### config.mk
export PLATFORM = sky130hd
export DESIGN_NAME = cis_irq_seq
export DESIGN_NICKNAME = d
export VERILOG_FILES = /design/src/design/cis_pkg.sv /design/src/design/cis_irq_seq.sv
export SDC_FILE = /design/constraint.sdc
export NUM_CORES = 1
export LEC_CHECK = 0
export BUFFER_PORTS_ARGS = -buffer_cell sky130_fd_sc_hd__buf_2
export CORE_MARGIN = 5
export CORE_UTILIZATION = 45
export CTS_CLUSTER_SIZE = 8
export DETAILED_ROUTE_END_ITERATION = 12
export GPL_TIMING_DRIVEN = 1
export HOLD_SLACK_MARGIN = 0.06
export PLACE_DENSITY = 0.69
export SLEW_MARGIN = 25
export SYNTH_ARGS = -nofsm -noshare
export SYNTH_HDL_FRONTEND = slang
export SYNTH_SLANG_ARGS = --single-unit
### constraint.sdc
create_clock -name clk -period 4.5 [get_ports clk]
set_input_delay 0.675 -clock clk [delete_from_list [all_inputs] [get_ports clk]]
set_output_delay 0.675 -clock clk [all_outputs]
set_load 0.005 [all_outputs]
### src/design/cis_pkg.sv
// Constants and carrier types for the interrupt sequencer
`default_nettype none
package cis_pkg;
  localparam int unsigned CIS_NSRC = 8;
  localparam int unsigned CIS_PC_W = 13;
  localparam int unsigned CIS_SP_W = 16;
  localparam int unsigned CIS_AW   = 3;
  // Register offsets
  localparam logic [2:0] CIS_A_STATUS = 3'h0;
  localparam logic [2:0] CIS_A_GENERAL_IRQ_CONTROL_REG   = 3'h1;
  localparam logic [2:0] CIS_A_ENABLE = 3'h2;
  localparam logic [2:0] CIS_A_FLAGS  = 3'h3;
  localparam logic [2:0] CIS_A_SPL    = 3'h4;
  localparam logic [2:0] CIS_A_SPH    = 3'h5;
  // Field positions
  localparam int unsigned CIS_GIE_BIT  = 7;
  localparam int unsigned CIS_VSEL_BIT = 1;
  // Reset values
  localparam logic [7:0]  CIS_STATUS_RST = 8'h00;
  localparam logic [15:0] CIS_SP_RST     = 16'h0000;
  localparam logic [12:0] CIS_APP_VEC    = 13'h0000;
  localparam logic [12:0] CIS_VEC_STEP   = 13'h0002;
  // Cycle counts at 100 MHz
  localparam logic [1:0] CIS_ENTRY_LAST = 2'h2;
  localparam logic [1:0] CIS_WAKE_LAST  = 2'h3;
  localparam logic [1:0] CIS_JUMP_LAST  = 2'h2;
  localparam logic [1:0] CIS_RET_LAST   = 2'h2;
  localparam logic [15:0] CIS_SP_STEP   = 16'h0001;

  typedef enum logic [2:0] {
    CIS_RUN   = 3'h0,
    CIS_WAKE  = 3'h1,
    CIS_ENTRY = 3'h2,
    CIS_JUMP  = 3'h3,
    CIS_RET   = 3'h4
  } cis_state_t;

  // Stack access toward data memory
  typedef struct packed {
    logic        wr;
    logic        rd;
    logic [15:0] addr;
    logic [7:0]  wdata;
  } cis_mem_req_t;

  typedef struct packed {
    logic        wr;
    logic        rd;
    logic [2:0]  addr;
    logic [7:0]  wdata;
  } cis_reg_req_t;
endpackage
`default_nettype wire

### src/design/cis_irq_seq.sv
// Interrupt sequencer: vectors, priority, enables, entry and return
//
// Summary of operation
// - Reset and each source get distinct vectors
// - Take only if source and global enabled
// - Vectors default to lowest program addresses
// - Lowest vector address wins, reset highest
// - Vector select moves vectors to boot start
// - Boot reset fuse moves reset vector
// - Boot lock settings suppress interrupts by PC
// - Entry clears global enable; nesting by software
// - Return instruction sets global enable
// - Flag cleared by hardware on vectoring
// - Writing one clears flag, zero ignored
// - Flags stay pending until enabled or cleared
// - Level sources request only while present
// - One main instruction after return first
// - Clear-enable instruction blocks same-cycle interrupt
// - Instruction after set-enable runs first
// - Entry four cycles, pushing program counter
// - Vector jump completes in three cycles
// - Multi-cycle instruction finishes before entry
// - Wake from sleep adds four cycles
// - Return four cycles, pops PC, SP plus two
// - Program counter thirteen bits, 8K words
// - Global enable is status bit seven
// - Entry push lowers stack pointer by two
`default_nettype none
module cis_irq_seq #(
  parameter logic [12:0] BOOT_START = 13'h1C00,
  parameter logic [7:0]  LVL_MASK   = 8'h00
) (
  input  wire logic                 clk,
  input  wire logic                 reset,
  input  wire logic                 clk_en,
  input  wire cis_pkg::cis_reg_req_t reg_req,
  output logic [7:0]                reg_rdata_q,
  input  wire logic [7:0]           evt_pulse,
  input  wire logic [7:0]           lvl_req,
  input  wire logic                 instr_boundary,
  input  wire logic                 instr_sei,
  input  wire logic                 instr_cli,
  input  wire logic                 instr_return_from_irq_instr,
  input  wire logic                 sleeping,
  input  wire logic [12:0]          program_counter,
  input  wire logic                 boot_reset_fuse,
  input  wire logic                 app_boot_lock_setting,
  input  wire logic                 boot_section_lock_setting,
  input  wire logic [7:0]           mem_rdata,
  output cis_pkg::cis_mem_req_t     mem_q,
  output logic                      busy_q,
  output logic                      vec_valid_q,
  output logic [12:0]               vec_addr_q,
  output logic [7:0]                ack_q,
  output logic                      resume_valid_q,
  output logic [12:0]               resume_pc_q,
  output logic [12:0]               reset_vec_q
);

  cis_pkg::cis_state_t state_q;
  logic [1:0]          cnt_q;
  logic [7:0]          status_q;
  logic                vector_select_bit;
  logic [7:0]          general_irq_control_reg;
  logic [7:0]          enable_q;
  logic [7:0]          flag_q;
  logic [15:0]         sp_q;
  logic [12:0]         ret_pc_q;
  logic [7:0]          pop_hi_q;
  logic [7:0]          sel_q;
  logic                block_q;
  logic [7:0]          pend;
  logic [7:0]          sel_oh;
  logic [12:0]         sel_vec;
  logic                gie;
  logic                lock_sup;
  logic                at_point;
  logic                take;
  logic                return_from_irq_instr_go;
  logic                wr_status;
  logic                wr_flags;
  logic [12:0]         vec_base;

  assign gie = status_q[cis_pkg::CIS_GIE_BIT];
  assign vector_select_bit = general_irq_control_reg[cis_pkg::CIS_VSEL_BIT];
  assign wr_status = reg_req.wr && reg_req.addr == cis_pkg::CIS_A_STATUS;
  assign wr_flags  = reg_req.wr && reg_req.addr == cis_pkg::CIS_A_FLAGS;

  // Event sources latch a flag; level sources bypass it
  genvar gi;
  generate
    for (gi = 0; gi < cis_pkg::CIS_NSRC; gi++)
    begin : g_src
      always_ff @(posedge clk or posedge reset)
      begin
        if (reset)
          flag_q[gi] <= 1'b0;
        else if (clk_en)
        begin
          // Set beats both clears so no event is lost
          if (evt_pulse[gi] && !LVL_MASK[gi])
            flag_q[gi] <= 1'b1;
          else if (wr_flags && reg_req.wdata[gi])
            flag_q[gi] <= 1'b0;
          else if (take && sel_oh[gi])
            flag_q[gi] <= 1'b0;
        end
      end
      // Level request is gone once its condition drops
      assign pend[gi] = (LVL_MASK[gi] ? lvl_req[gi] : flag_q[gi])
                        && enable_q[gi];
    end
  endgenerate

  // Lowest index has the lowest vector address
  always_comb
  begin
    sel_oh = 8'h00;
    for (int i = cis_pkg::CIS_NSRC - 1; i >= 0; i--)
    begin
      if (pend[i])
        sel_oh = 8'h01 << i;
    end
  end

  // Relocatable table; slot 0 belongs to reset
  assign vec_base = vector_select_bit ? BOOT_START : cis_pkg::CIS_APP_VEC;
  always_comb
  begin
    sel_vec = vec_base;
    for (int i = cis_pkg::CIS_NSRC - 1; i >= 0; i--)
    begin
      if (pend[i])
        sel_vec = vec_base + 13'(cis_pkg::CIS_VEC_STEP * 13'(i + 1));
    end
  end

  // Protected section runs without interrupts it cannot vet
  assign lock_sup = (app_boot_lock_setting && program_counter < BOOT_START
                     && vector_select_bit)
                 || (boot_section_lock_setting && program_counter >= BOOT_START
                     && !vector_select_bit);

  // Pipeline asserts the boundary only after multi-cycle ops end
  assign at_point = instr_boundary || sleeping;

  // Clear-enable in the same cycle wins over any request
  assign take = state_q == cis_pkg::CIS_RUN && at_point && gie
             && !instr_cli && !block_q && !lock_sup && !instr_return_from_irq_instr
             && |pend;
  assign return_from_irq_instr_go = state_q == cis_pkg::CIS_RUN && instr_boundary && instr_return_from_irq_instr;

  // Sequencer state
  always_ff @(posedge clk or posedge reset)
  begin
    if (reset)
    begin
      state_q <= cis_pkg::CIS_RUN;
      cnt_q   <= 2'h0;
    end
    else if (clk_en)
    begin
      unique case (state_q)
        cis_pkg::CIS_RUN:
        begin
          cnt_q <= 2'h0;
          if (take)
            state_q <= sleeping ? cis_pkg::CIS_WAKE : cis_pkg::CIS_ENTRY;
          else if (return_from_irq_instr_go)
            state_q <= cis_pkg::CIS_RET;
        end
        cis_pkg::CIS_WAKE:
        begin
          // Extra cycles on top of oscillator start-up
          if (cnt_q == cis_pkg::CIS_WAKE_LAST)
          begin
            state_q <= cis_pkg::CIS_ENTRY;
            cnt_q   <= 2'h0;
          end
          else
            cnt_q <= cnt_q + 2'h1;
        end
        cis_pkg::CIS_ENTRY:
        begin
          if (cnt_q == cis_pkg::CIS_ENTRY_LAST)
          begin
            state_q <= cis_pkg::CIS_JUMP;
            cnt_q   <= 2'h0;
          end
          else
            cnt_q <= cnt_q + 2'h1;
        end
        cis_pkg::CIS_JUMP:
        begin
          if (cnt_q == cis_pkg::CIS_JUMP_LAST)
            state_q <= cis_pkg::CIS_RUN;
          else
            cnt_q <= cnt_q + 2'h1;
        end
        cis_pkg::CIS_RET:
        begin
          if (cnt_q == cis_pkg::CIS_RET_LAST)
            state_q <= cis_pkg::CIS_RUN;
          else
            cnt_q <= cnt_q + 2'h1;
        end
        default:
          state_q <= cis_pkg::CIS_RUN;
      endcase
    end
  end

  // Global enable; status bits other than it are software's to keep
  always_ff @(posedge clk or posedge reset)
  begin
    if (reset)
      status_q <= cis_pkg::CIS_STATUS_RST;
    else if (clk_en)
    begin
      if (take)
        status_q[cis_pkg::CIS_GIE_BIT] <= 1'b0;
      else if (instr_cli)
        status_q[cis_pkg::CIS_GIE_BIT] <= 1'b0;
      else if (state_q == cis_pkg::CIS_RET && cnt_q == cis_pkg::CIS_RET_LAST)
        status_q[cis_pkg::CIS_GIE_BIT] <= 1'b1;
      else if (instr_sei)
        status_q[cis_pkg::CIS_GIE_BIT] <= 1'b1;
      else if (wr_status)
        status_q <= reg_req.wdata;
    end
  end

  // One instruction must retire after set-enable or return
  always_ff @(posedge clk or posedge reset)
  begin
    if (reset)
      block_q <= 1'b0;
    else if (clk_en)
    begin
      if ((instr_sei && instr_boundary)
          || (state_q == cis_pkg::CIS_RET && cnt_q == cis_pkg::CIS_RET_LAST))
        block_q <= 1'b1;
      else if (instr_boundary)
        block_q <= 1'b0;
    end
  end

  // Software registers
  always_ff @(posedge clk or posedge reset)
  begin
    if (reset)
    begin
      general_irq_control_reg <= 8'h00;
      enable_q                <= 8'h00;
    end
    else if (clk_en && reg_req.wr)
    begin
      if (reg_req.addr == cis_pkg::CIS_A_GENERAL_IRQ_CONTROL_REG)
        general_irq_control_reg <= reg_req.wdata;
      if (reg_req.addr == cis_pkg::CIS_A_ENABLE)
        enable_q <= reg_req.wdata;
    end
  end

  // Stack pointer and stack traffic
  always_ff @(posedge clk or posedge reset)
  begin
    if (reset)
    begin
      sp_q     <= cis_pkg::CIS_SP_RST;
      mem_q    <= '0;
      ret_pc_q <= 13'h0000;
      pop_hi_q <= 8'h00;
    end
    else if (clk_en)
    begin
      mem_q <= '0;
      if (take)
        ret_pc_q <= program_counter;
      if (state_q == cis_pkg::CIS_ENTRY && cnt_q != cis_pkg::CIS_ENTRY_LAST)
      begin
        // Low byte first, stack grows downward
        mem_q.wr    <= 1'b1;
        mem_q.addr  <= sp_q;
        mem_q.wdata <= (cnt_q == 2'h0) ? ret_pc_q[7:0] : {3'h0, ret_pc_q[12:8]};
        sp_q        <= sp_q - cis_pkg::CIS_SP_STEP;
      end
      else if (return_from_irq_instr_go)
      begin
        mem_q.rd   <= 1'b1;
        mem_q.addr <= sp_q + cis_pkg::CIS_SP_STEP;
      end
      else if (state_q == cis_pkg::CIS_RET)
      begin
        if (cnt_q == 2'h0)
        begin
          mem_q.rd   <= 1'b1;
          mem_q.addr <= sp_q + 16'h0002;
        end
        if (cnt_q == 2'h1)
          pop_hi_q <= mem_rdata;
        if (cnt_q == cis_pkg::CIS_RET_LAST)
          sp_q <= sp_q + 16'h0002;
      end
      else if (reg_req.wr && reg_req.addr == cis_pkg::CIS_A_SPL)
        sp_q[7:0] <= reg_req.wdata;
      else if (reg_req.wr && reg_req.addr == cis_pkg::CIS_A_SPH)
        sp_q[15:8] <= reg_req.wdata;
    end
  end

  // Pipeline-facing outputs
  always_ff @(posedge clk or posedge reset)
  begin
    if (reset)
    begin
      busy_q         <= 1'b0;
      vec_valid_q    <= 1'b0;
      vec_addr_q     <= 13'h0000;
      sel_q          <= 8'h00;
      ack_q          <= 8'h00;
      resume_valid_q <= 1'b0;
      resume_pc_q    <= 13'h0000;
    end
    else if (clk_en)
    begin
      vec_valid_q    <= 1'b0;
      ack_q          <= 8'h00;
      resume_valid_q <= 1'b0;
      if (take)
      begin
        busy_q     <= 1'b1;
        sel_q      <= sel_oh;
        vec_addr_q <= sel_vec;
      end
      else if (return_from_irq_instr_go)
        busy_q <= 1'b1;
      if (state_q == cis_pkg::CIS_ENTRY && cnt_q == cis_pkg::CIS_ENTRY_LAST)
      begin
        vec_valid_q <= 1'b1;
        ack_q       <= sel_q;
      end
      if (state_q == cis_pkg::CIS_JUMP && cnt_q == cis_pkg::CIS_JUMP_LAST)
        busy_q <= 1'b0;
      if (state_q == cis_pkg::CIS_RET && cnt_q == cis_pkg::CIS_RET_LAST)
      begin
        busy_q         <= 1'b0;
        resume_valid_q <= 1'b1;
        resume_pc_q    <= {pop_hi_q[4:0], mem_rdata};
      end
    end
  end

  // Fuse sampled after reset release, never under it
  always_ff @(posedge clk or posedge reset)
  begin
    if (reset)
      reset_vec_q <= cis_pkg::CIS_APP_VEC;
    else if (clk_en)
      reset_vec_q <= boot_reset_fuse ? BOOT_START : cis_pkg::CIS_APP_VEC;
  end

  // Read port, data one cycle after the strobe
  always_ff @(posedge clk or posedge reset)
  begin
    if (reset)
      reg_rdata_q <= 8'h00;
    else if (clk_en)
    begin
      reg_rdata_q <= 8'h00;
      if (reg_req.rd)
      begin
        unique case (reg_req.addr)
          cis_pkg::CIS_A_STATUS: reg_rdata_q <= status_q;
          cis_pkg::CIS_A_GENERAL_IRQ_CONTROL_REG:   reg_rdata_q <= general_irq_control_reg;
          cis_pkg::CIS_A_ENABLE: reg_rdata_q <= enable_q;
          cis_pkg::CIS_A_FLAGS:  reg_rdata_q <= flag_q;
          cis_pkg::CIS_A_SPL:    reg_rdata_q <= sp_q[7:0];
          cis_pkg::CIS_A_SPH:    reg_rdata_q <= sp_q[15:8];
          default:               reg_rdata_q <= 8'h00;
        endcase
      end
    end
  end
endmodule
`default_nettype wire

After elaboration in Yosys (flattened, before gate mapping)
Index checks and enable logic that the tools add are counted.

cells by class
  add/sub/neg operators = 12
  order comparisons = 2
  reductions and logical operators = 95
  muxes and demuxes = 84
  equality and inequality tests = 21
  bitwise logic cells = 6

operators by type and width
  cell                                                        count
  2-to-1 mux 13 bit                                           10
  2-to-1 mux 8 bit                                            16
  2-to-1 mux 16 bit                                           5
  adder 13 x 4 -> 13 bit (second input constant)              4
  2-to-1 mux 17 bit                                           3
  one-hot mux 8 bit (6 select lines)                          1
  logical AND 1 bit                                           47
  2-to-1 mux 1 bit                                            38
  AND reduction 2 bit                                         15
  nonzero test 3 bit                                          10
  adder 13 x 3 -> 13 bit (second input constant)              2
  adder 16 x 1 -> 16 bit (second input constant)              1
  adder 16 x 2 -> 16 bit (second input constant)              1
  subtractor 16 x 1 -> 16 bit (second input constant)         1
  2-to-1 mux 3 bit                                            5
  AND reduction 5 bit                                         3
  adder 13 x 2 -> 13 bit (second input constant)              1
  adder 13 x 5 -> 13 bit (second input constant)              1
  greater-or-equal comparator 13 bit (second input constant)  1
  less-than comparator 13 bit (second input constant)         1
  == test 3 x 2 -> 1 bit (second input constant)              4
  one-hot mux 3 bit (4 select lines)                          1
  == test 3 bit (second input constant)                       3
  2-to-1 mux 2 bit                                            4
  other kinds (22)                                            42

word-level totals
  logic and storage cells = 252
  register bits after elaboration = 164
  output and inout bits = 84

Depth between registers and ports, before layout
  depth in word-level cells = 13
  gate-level depth with buffers = 9
  depth with buffers taken out = 7

Worst setup path before layout
No wires, ideal clock.

  path type = input to register
  start point = input instr_cli
  end point = register ret_pc_q[0]
  arrival = 2.555 ns
  setup slack = 1.820 ns
  library setup time = 0.125 ns
  stages = 6
  cell sequence = or4b_1 > or3_1 > or4b_1 > buf_6 > buf_6 > mux2_4

on the way
  word-level cells in the longest chain between the ends = 7

ends and longest elaborated chain
  what                            RTL line            RTL
  start: declaration              cis_irq_seq.sv:42   input wire logic instr_cli,
  logical NOT 1 bit               cis_irq_seq.sv:149  && !instr_cli && !block_q && !lock_sup && !instr_return_from_irq_instr
  logical AND 1 bit (4 in a row)  cis_irq_seq.sv:149
  logical AND 1 bit               cis_irq_seq.sv:150  && |pend;
  AND reduction 2 bit (no line)   --
  end signal: assignment          cis_irq_seq.sv:279  ret_pc_q <= program_counter;
  end: declaration                cis_irq_seq.sv:68   logic [12:0] ret_pc_q;

Every way passes these cells.
A chain may end at the register's enable or synchronous reset.

Final worst setup path
  start point = register cnt_q[0]
  end point = register sp_q[11]

on the way
  word-level cells in the longest chain between the ends = 4
  elaborated cells between the ends (all ways) = 9
  those cells by class = eq/ne (5); mux (1); reduce/logical (3)

ends and longest elaborated chain
  what                                                     RTL line            RTL
  start: declaration                                       cis_irq_seq.sv:61   logic [1:0] cnt_q;
  start signal: assignment                                 cis_irq_seq.sv:181  cnt_q <= cnt_q + 2'h1;
  start signal: assignment                                 cis_irq_seq.sv:191  cnt_q <= cnt_q + 2'h1;
  start signal: assignment                                 cis_irq_seq.sv:198  cnt_q <= cnt_q + 2'h1;
  inequality test 2 bit                                    cis_irq_seq.sv:280  if (state_q == cis_pkg::CIS_ENTRY && cnt_q != cis_pkg::CIS_ENTRY_LAST)
  logical AND 1 bit                                        cis_irq_seq.sv:280
  inequality test 3 bit (no line) (tied with other cells)  --
  AND reduction 5 bit (no line)                            --
  end signal: assignment                                   cis_irq_seq.sv:286  sp_q <= sp_q - cis_pkg::CIS_SP_STEP;
  end signal: assignment                                   cis_irq_seq.sv:303  sp_q <= sp_q + 16'h0002;
  end signal: assignment                                   cis_irq_seq.sv:308  sp_q[15:8] <= reg_req.wdata;
  end: declaration                                         cis_irq_seq.sv:67   logic [15:0] sp_q;

Parallel ways exist; a longest one is shown, timed or not.

==> reports/metrics.cfg <==
[outcome]
run_status = finished, final reports clean

[placed_design]
routabilityCongestion = 0.8792
buffer_ports.inserted = 120
placed_cells_incl_taps = 1087
dp.final_hpwl_um = 15170

[setup_path]
critical_path_buf_inv_count = 1
worst_setup_path_start_kind = flip-flop
critical_path.reg2reg.startpoint = cnt_q[0]
r2r_slack_ns = 1.31
cp_data_required_time_ns = 4.78
cp.depth = 7
rr_worst_depth = 7
timing.critical_path.arrival_ns = 3.47
timing.critical_path.to_type = flip-flop
critical-path-slowest-cell = sky130_fd_sc_hd__or4b_1
critical_path.endpoint = sp_q[11]
crit_path_max_incr_delay_ns = 0.76
critPathMaxFanout = 21
crit_family = simple AND/OR/NAND/NOR gates
crit_path_cell_trace = inv_1, ha_1, or4b_1, nand2_1, a211oi_1, a22o_1, a311oi_1
crit_type = flip-flop to flip-flop
worst_r2r_endpoint = sp_q[11]
timing.critical_path.from = cnt_q[0]

[logic_synthesis]
synthDistinctLibCells = 77
synth.yosys.warnings = 0
synth.avg_cell_area_um2 = 10.01
synthDominantCellAreaShare_pct = 44.91
async_reset_ff_share_pct = 100.0
synth.yosys.seq_area_share_pct = 44.91
synthDominantAreaCellType = sky130_fd_sc_hd__dfrtp_1
synth_flop_cell = sky130_fd_sc_hd__dfrtp_1
synth.top_cells.by_area = sky130_fd_sc_hd__dfrtp_1, sky130_fd_sc_hd__mux2_2, sky130_fd_sc_hd__nand2_1, sky130_fd_sc_hd__o21ai_0, sky130_fd_sc_hd__clkbuf_1
ys_seq_elements = 143
synth_area_um2 = 7968
synth_edf_count = 0
post_synth_inst_count = 796

[floorplan]
rows = 48
die_y_um = 143.1
coreArea_um2 = 17360
floorplan.io_pins = 145
floorplan.initialDensity_pct = 45.91
dieArea_um2 = 20470
die_width_um = 143.1

[timing]
slew_at_the_pin_with_the_worst_max_slew_slack_ns = 0.8899
fin_skew_ns = 0.01072
grt_setup_unrepaired = false
achievable-frequency_mhz = 313.5
final_hold_viol_count = 0
final.period_utilization_pct = 70.88
fin_tns_setup_ns = 0
hold-worst-slack_ns = 0.3769
final.min_clock_period_ns = 3.190
timing.final.max_slew_violations = 0
maxSlewHeadroom_pct = 40.67
finalSetupViolCount = 0

[power]
totalPowerFinal_mw = 5.185
irDropWorstVdd_v = 0.0002969
power.density_nw_per_um2 = 560.6
leakage_nw = 4.330

[cts]
cts.repair.resized = 0
cts_tree = done
cell_at_the_root_of_the_clock_tree = sky130_fd_sc_hd__clkbuf_16
cts_setup_buffers = 0
path_clk_slew_ns = 0.06
ctsHoldBuffers = 0
clockBufferDepth = 2
clock_latency_of_the_later_clocked_register_in_the_worst_skew_pair_ns = 0.43
numCtsBuffers = 17
clock_sink_total = 143
clock_tree.htree_level_count = 4

[layout]
largest_register_ff_count = 26
layout.cells.most_common_list = sky130_fd_sc_hd__dfrtp_1, sky130_fd_sc_hd__buf_2, sky130_fd_sc_hd__nand2_1
fin_nets = 953
top_register = mem_q
flow.area_growth_from_synthesis_pct = 16.10
largestRegisters = mem_q x26, sp_q x16
post_route_core_utilization_pct = 53.29
post_route_cells_drive_above_1_share_pct = 27.85
layoutNonFillerInstCount = 1120
mostFrequentLayoutCell = sky130_fd_sc_hd__dfrtp_1

[detailed_routing]
wl_per_cell_um = 19.61
first_pass_iters = 5
routed-via-count = 6686
drc_errors = 0
antenna_left = 0
drt_first_iter_violations = 821
avgViaCountPerCell = 5.970
routed_wirelength_um = 21960

[global_route]
groute.usage.overall_pct = 22.11
grt_max_degree = 112
global_route.overflow_total = 0
antenna_violations_before_repair = 2
first_global_vias = 6563
wire_length_of_the_first_global_routing_pass_um = 35860

[min_path]
worst_hold_path_type = input port to asynchronous set/reset pin

[run]
drv.max_cap_violation_count = 0

-- synthesized netlist by cell type (all sizes together), types with 6 or more instances --
| cell type | instances |
|---|---|
| dfrtp | 143 |
| clkbuf | 52 |
| nor4 | 9 |
| mux2i | 13 |
| a22oi | 12 |
| buf | 31 |
| nand2 | 75 |
| nor3 | 20 |
| o2bb2ai | 12 |
| a22o | 13 |
| or3 | 8 |
| ha | 11 |
| a21o | 14 |
| a31oi | 10 |
| inv | 18 |
| nor2 | 43 |
| o31ai | 6 |
| o22ai | 7 |
| mux2 | 62 |
| a21oi | 33 |
| nand4 | 10 |
| a221oi | 6 |
| nor3b | 6 |
| o21ai | 59 |
| nand3 | 13 |
-- worst reg2reg max path: stages (launching register included) --
cell and delay (ns):
sky130_fd_sc_hd__dfrtp_1 0.44, sky130_fd_sc_hd__inv_1 0.15, sky130_fd_sc_hd__ha_1 0.42, sky130_fd_sc_hd__or4b_1 0.76
sky130_fd_sc_hd__nand2_1 0.29, sky130_fd_sc_hd__a211oi_1 0.67, sky130_fd_sc_hd__a22o_1 0.27, sky130_fd_sc_hd__a311oi_1 0.05
-- cell families after synthesis --
logic type	share of synthesized area [%]
AO/OA/AOI/OAI	19.35
AND/OR/NAND/NOR	14.60
flip-flops	44.91
buffers and inverters	6.171
multiplexers	12.09
adder cells (fa/ha/maj)	1.727
XOR/XNOR	1.099
other	0.04707
-- power by group --
part	switching [mW]	internal (mW)
clock network	0.594	0.899
logic	0.884	0.749
registers	0.442	1.62
-- stage by stage --
step	area, um^2	setup slack (ns)
after detailed placement	8628	1.099
after global routing	9248	1.110
after global placement	8628	1.145
after floorplan	8028	1.820
after CTS	9248	1.347
final	9250	1.310
-- layout make-up --
type / count / area [um^2]
Multi-Input combinational cell: 565 / 3971
Clock inverter: 13 / 176.4
Antenna cell: 1 / 2.502
Sequential cell: 143 / 3578
Inverter: 20 / 78.83
Fill cell: 1582 / 8107
Clock buffer: 19 / 442.9
Tap cell: 225 / 281.5
Timing Repair Buffer: 134 / 718.2
-- worst min path at each step --
stage	to	slack, ns	cells after the start
3_5_place_dp	vec_addr_q[2]	0.46	1
2_1_floorplan	sel_q[5]	0.45	2
5_1_grt	sp_q[13]	0.43	2
6_report	mem_q[23]	0.38	2
4_1_cts	mem_q[21]	0.39	2
3_3_place_gp	vec_valid_q	0.46	1
-- metal layers --
metal	vias up	wire length [um]	track usage (%)	part of all wire, %
li1	3077	-	-	-
met1	3266	9445	31.53	43
met4	4	478	7.854	2.2
met5	-	32	0	0.15
met3	38	1821	4.823	8.3
met2	301	10180	33.31	46
No activity file was read; power rests on OpenSTA's default activity.
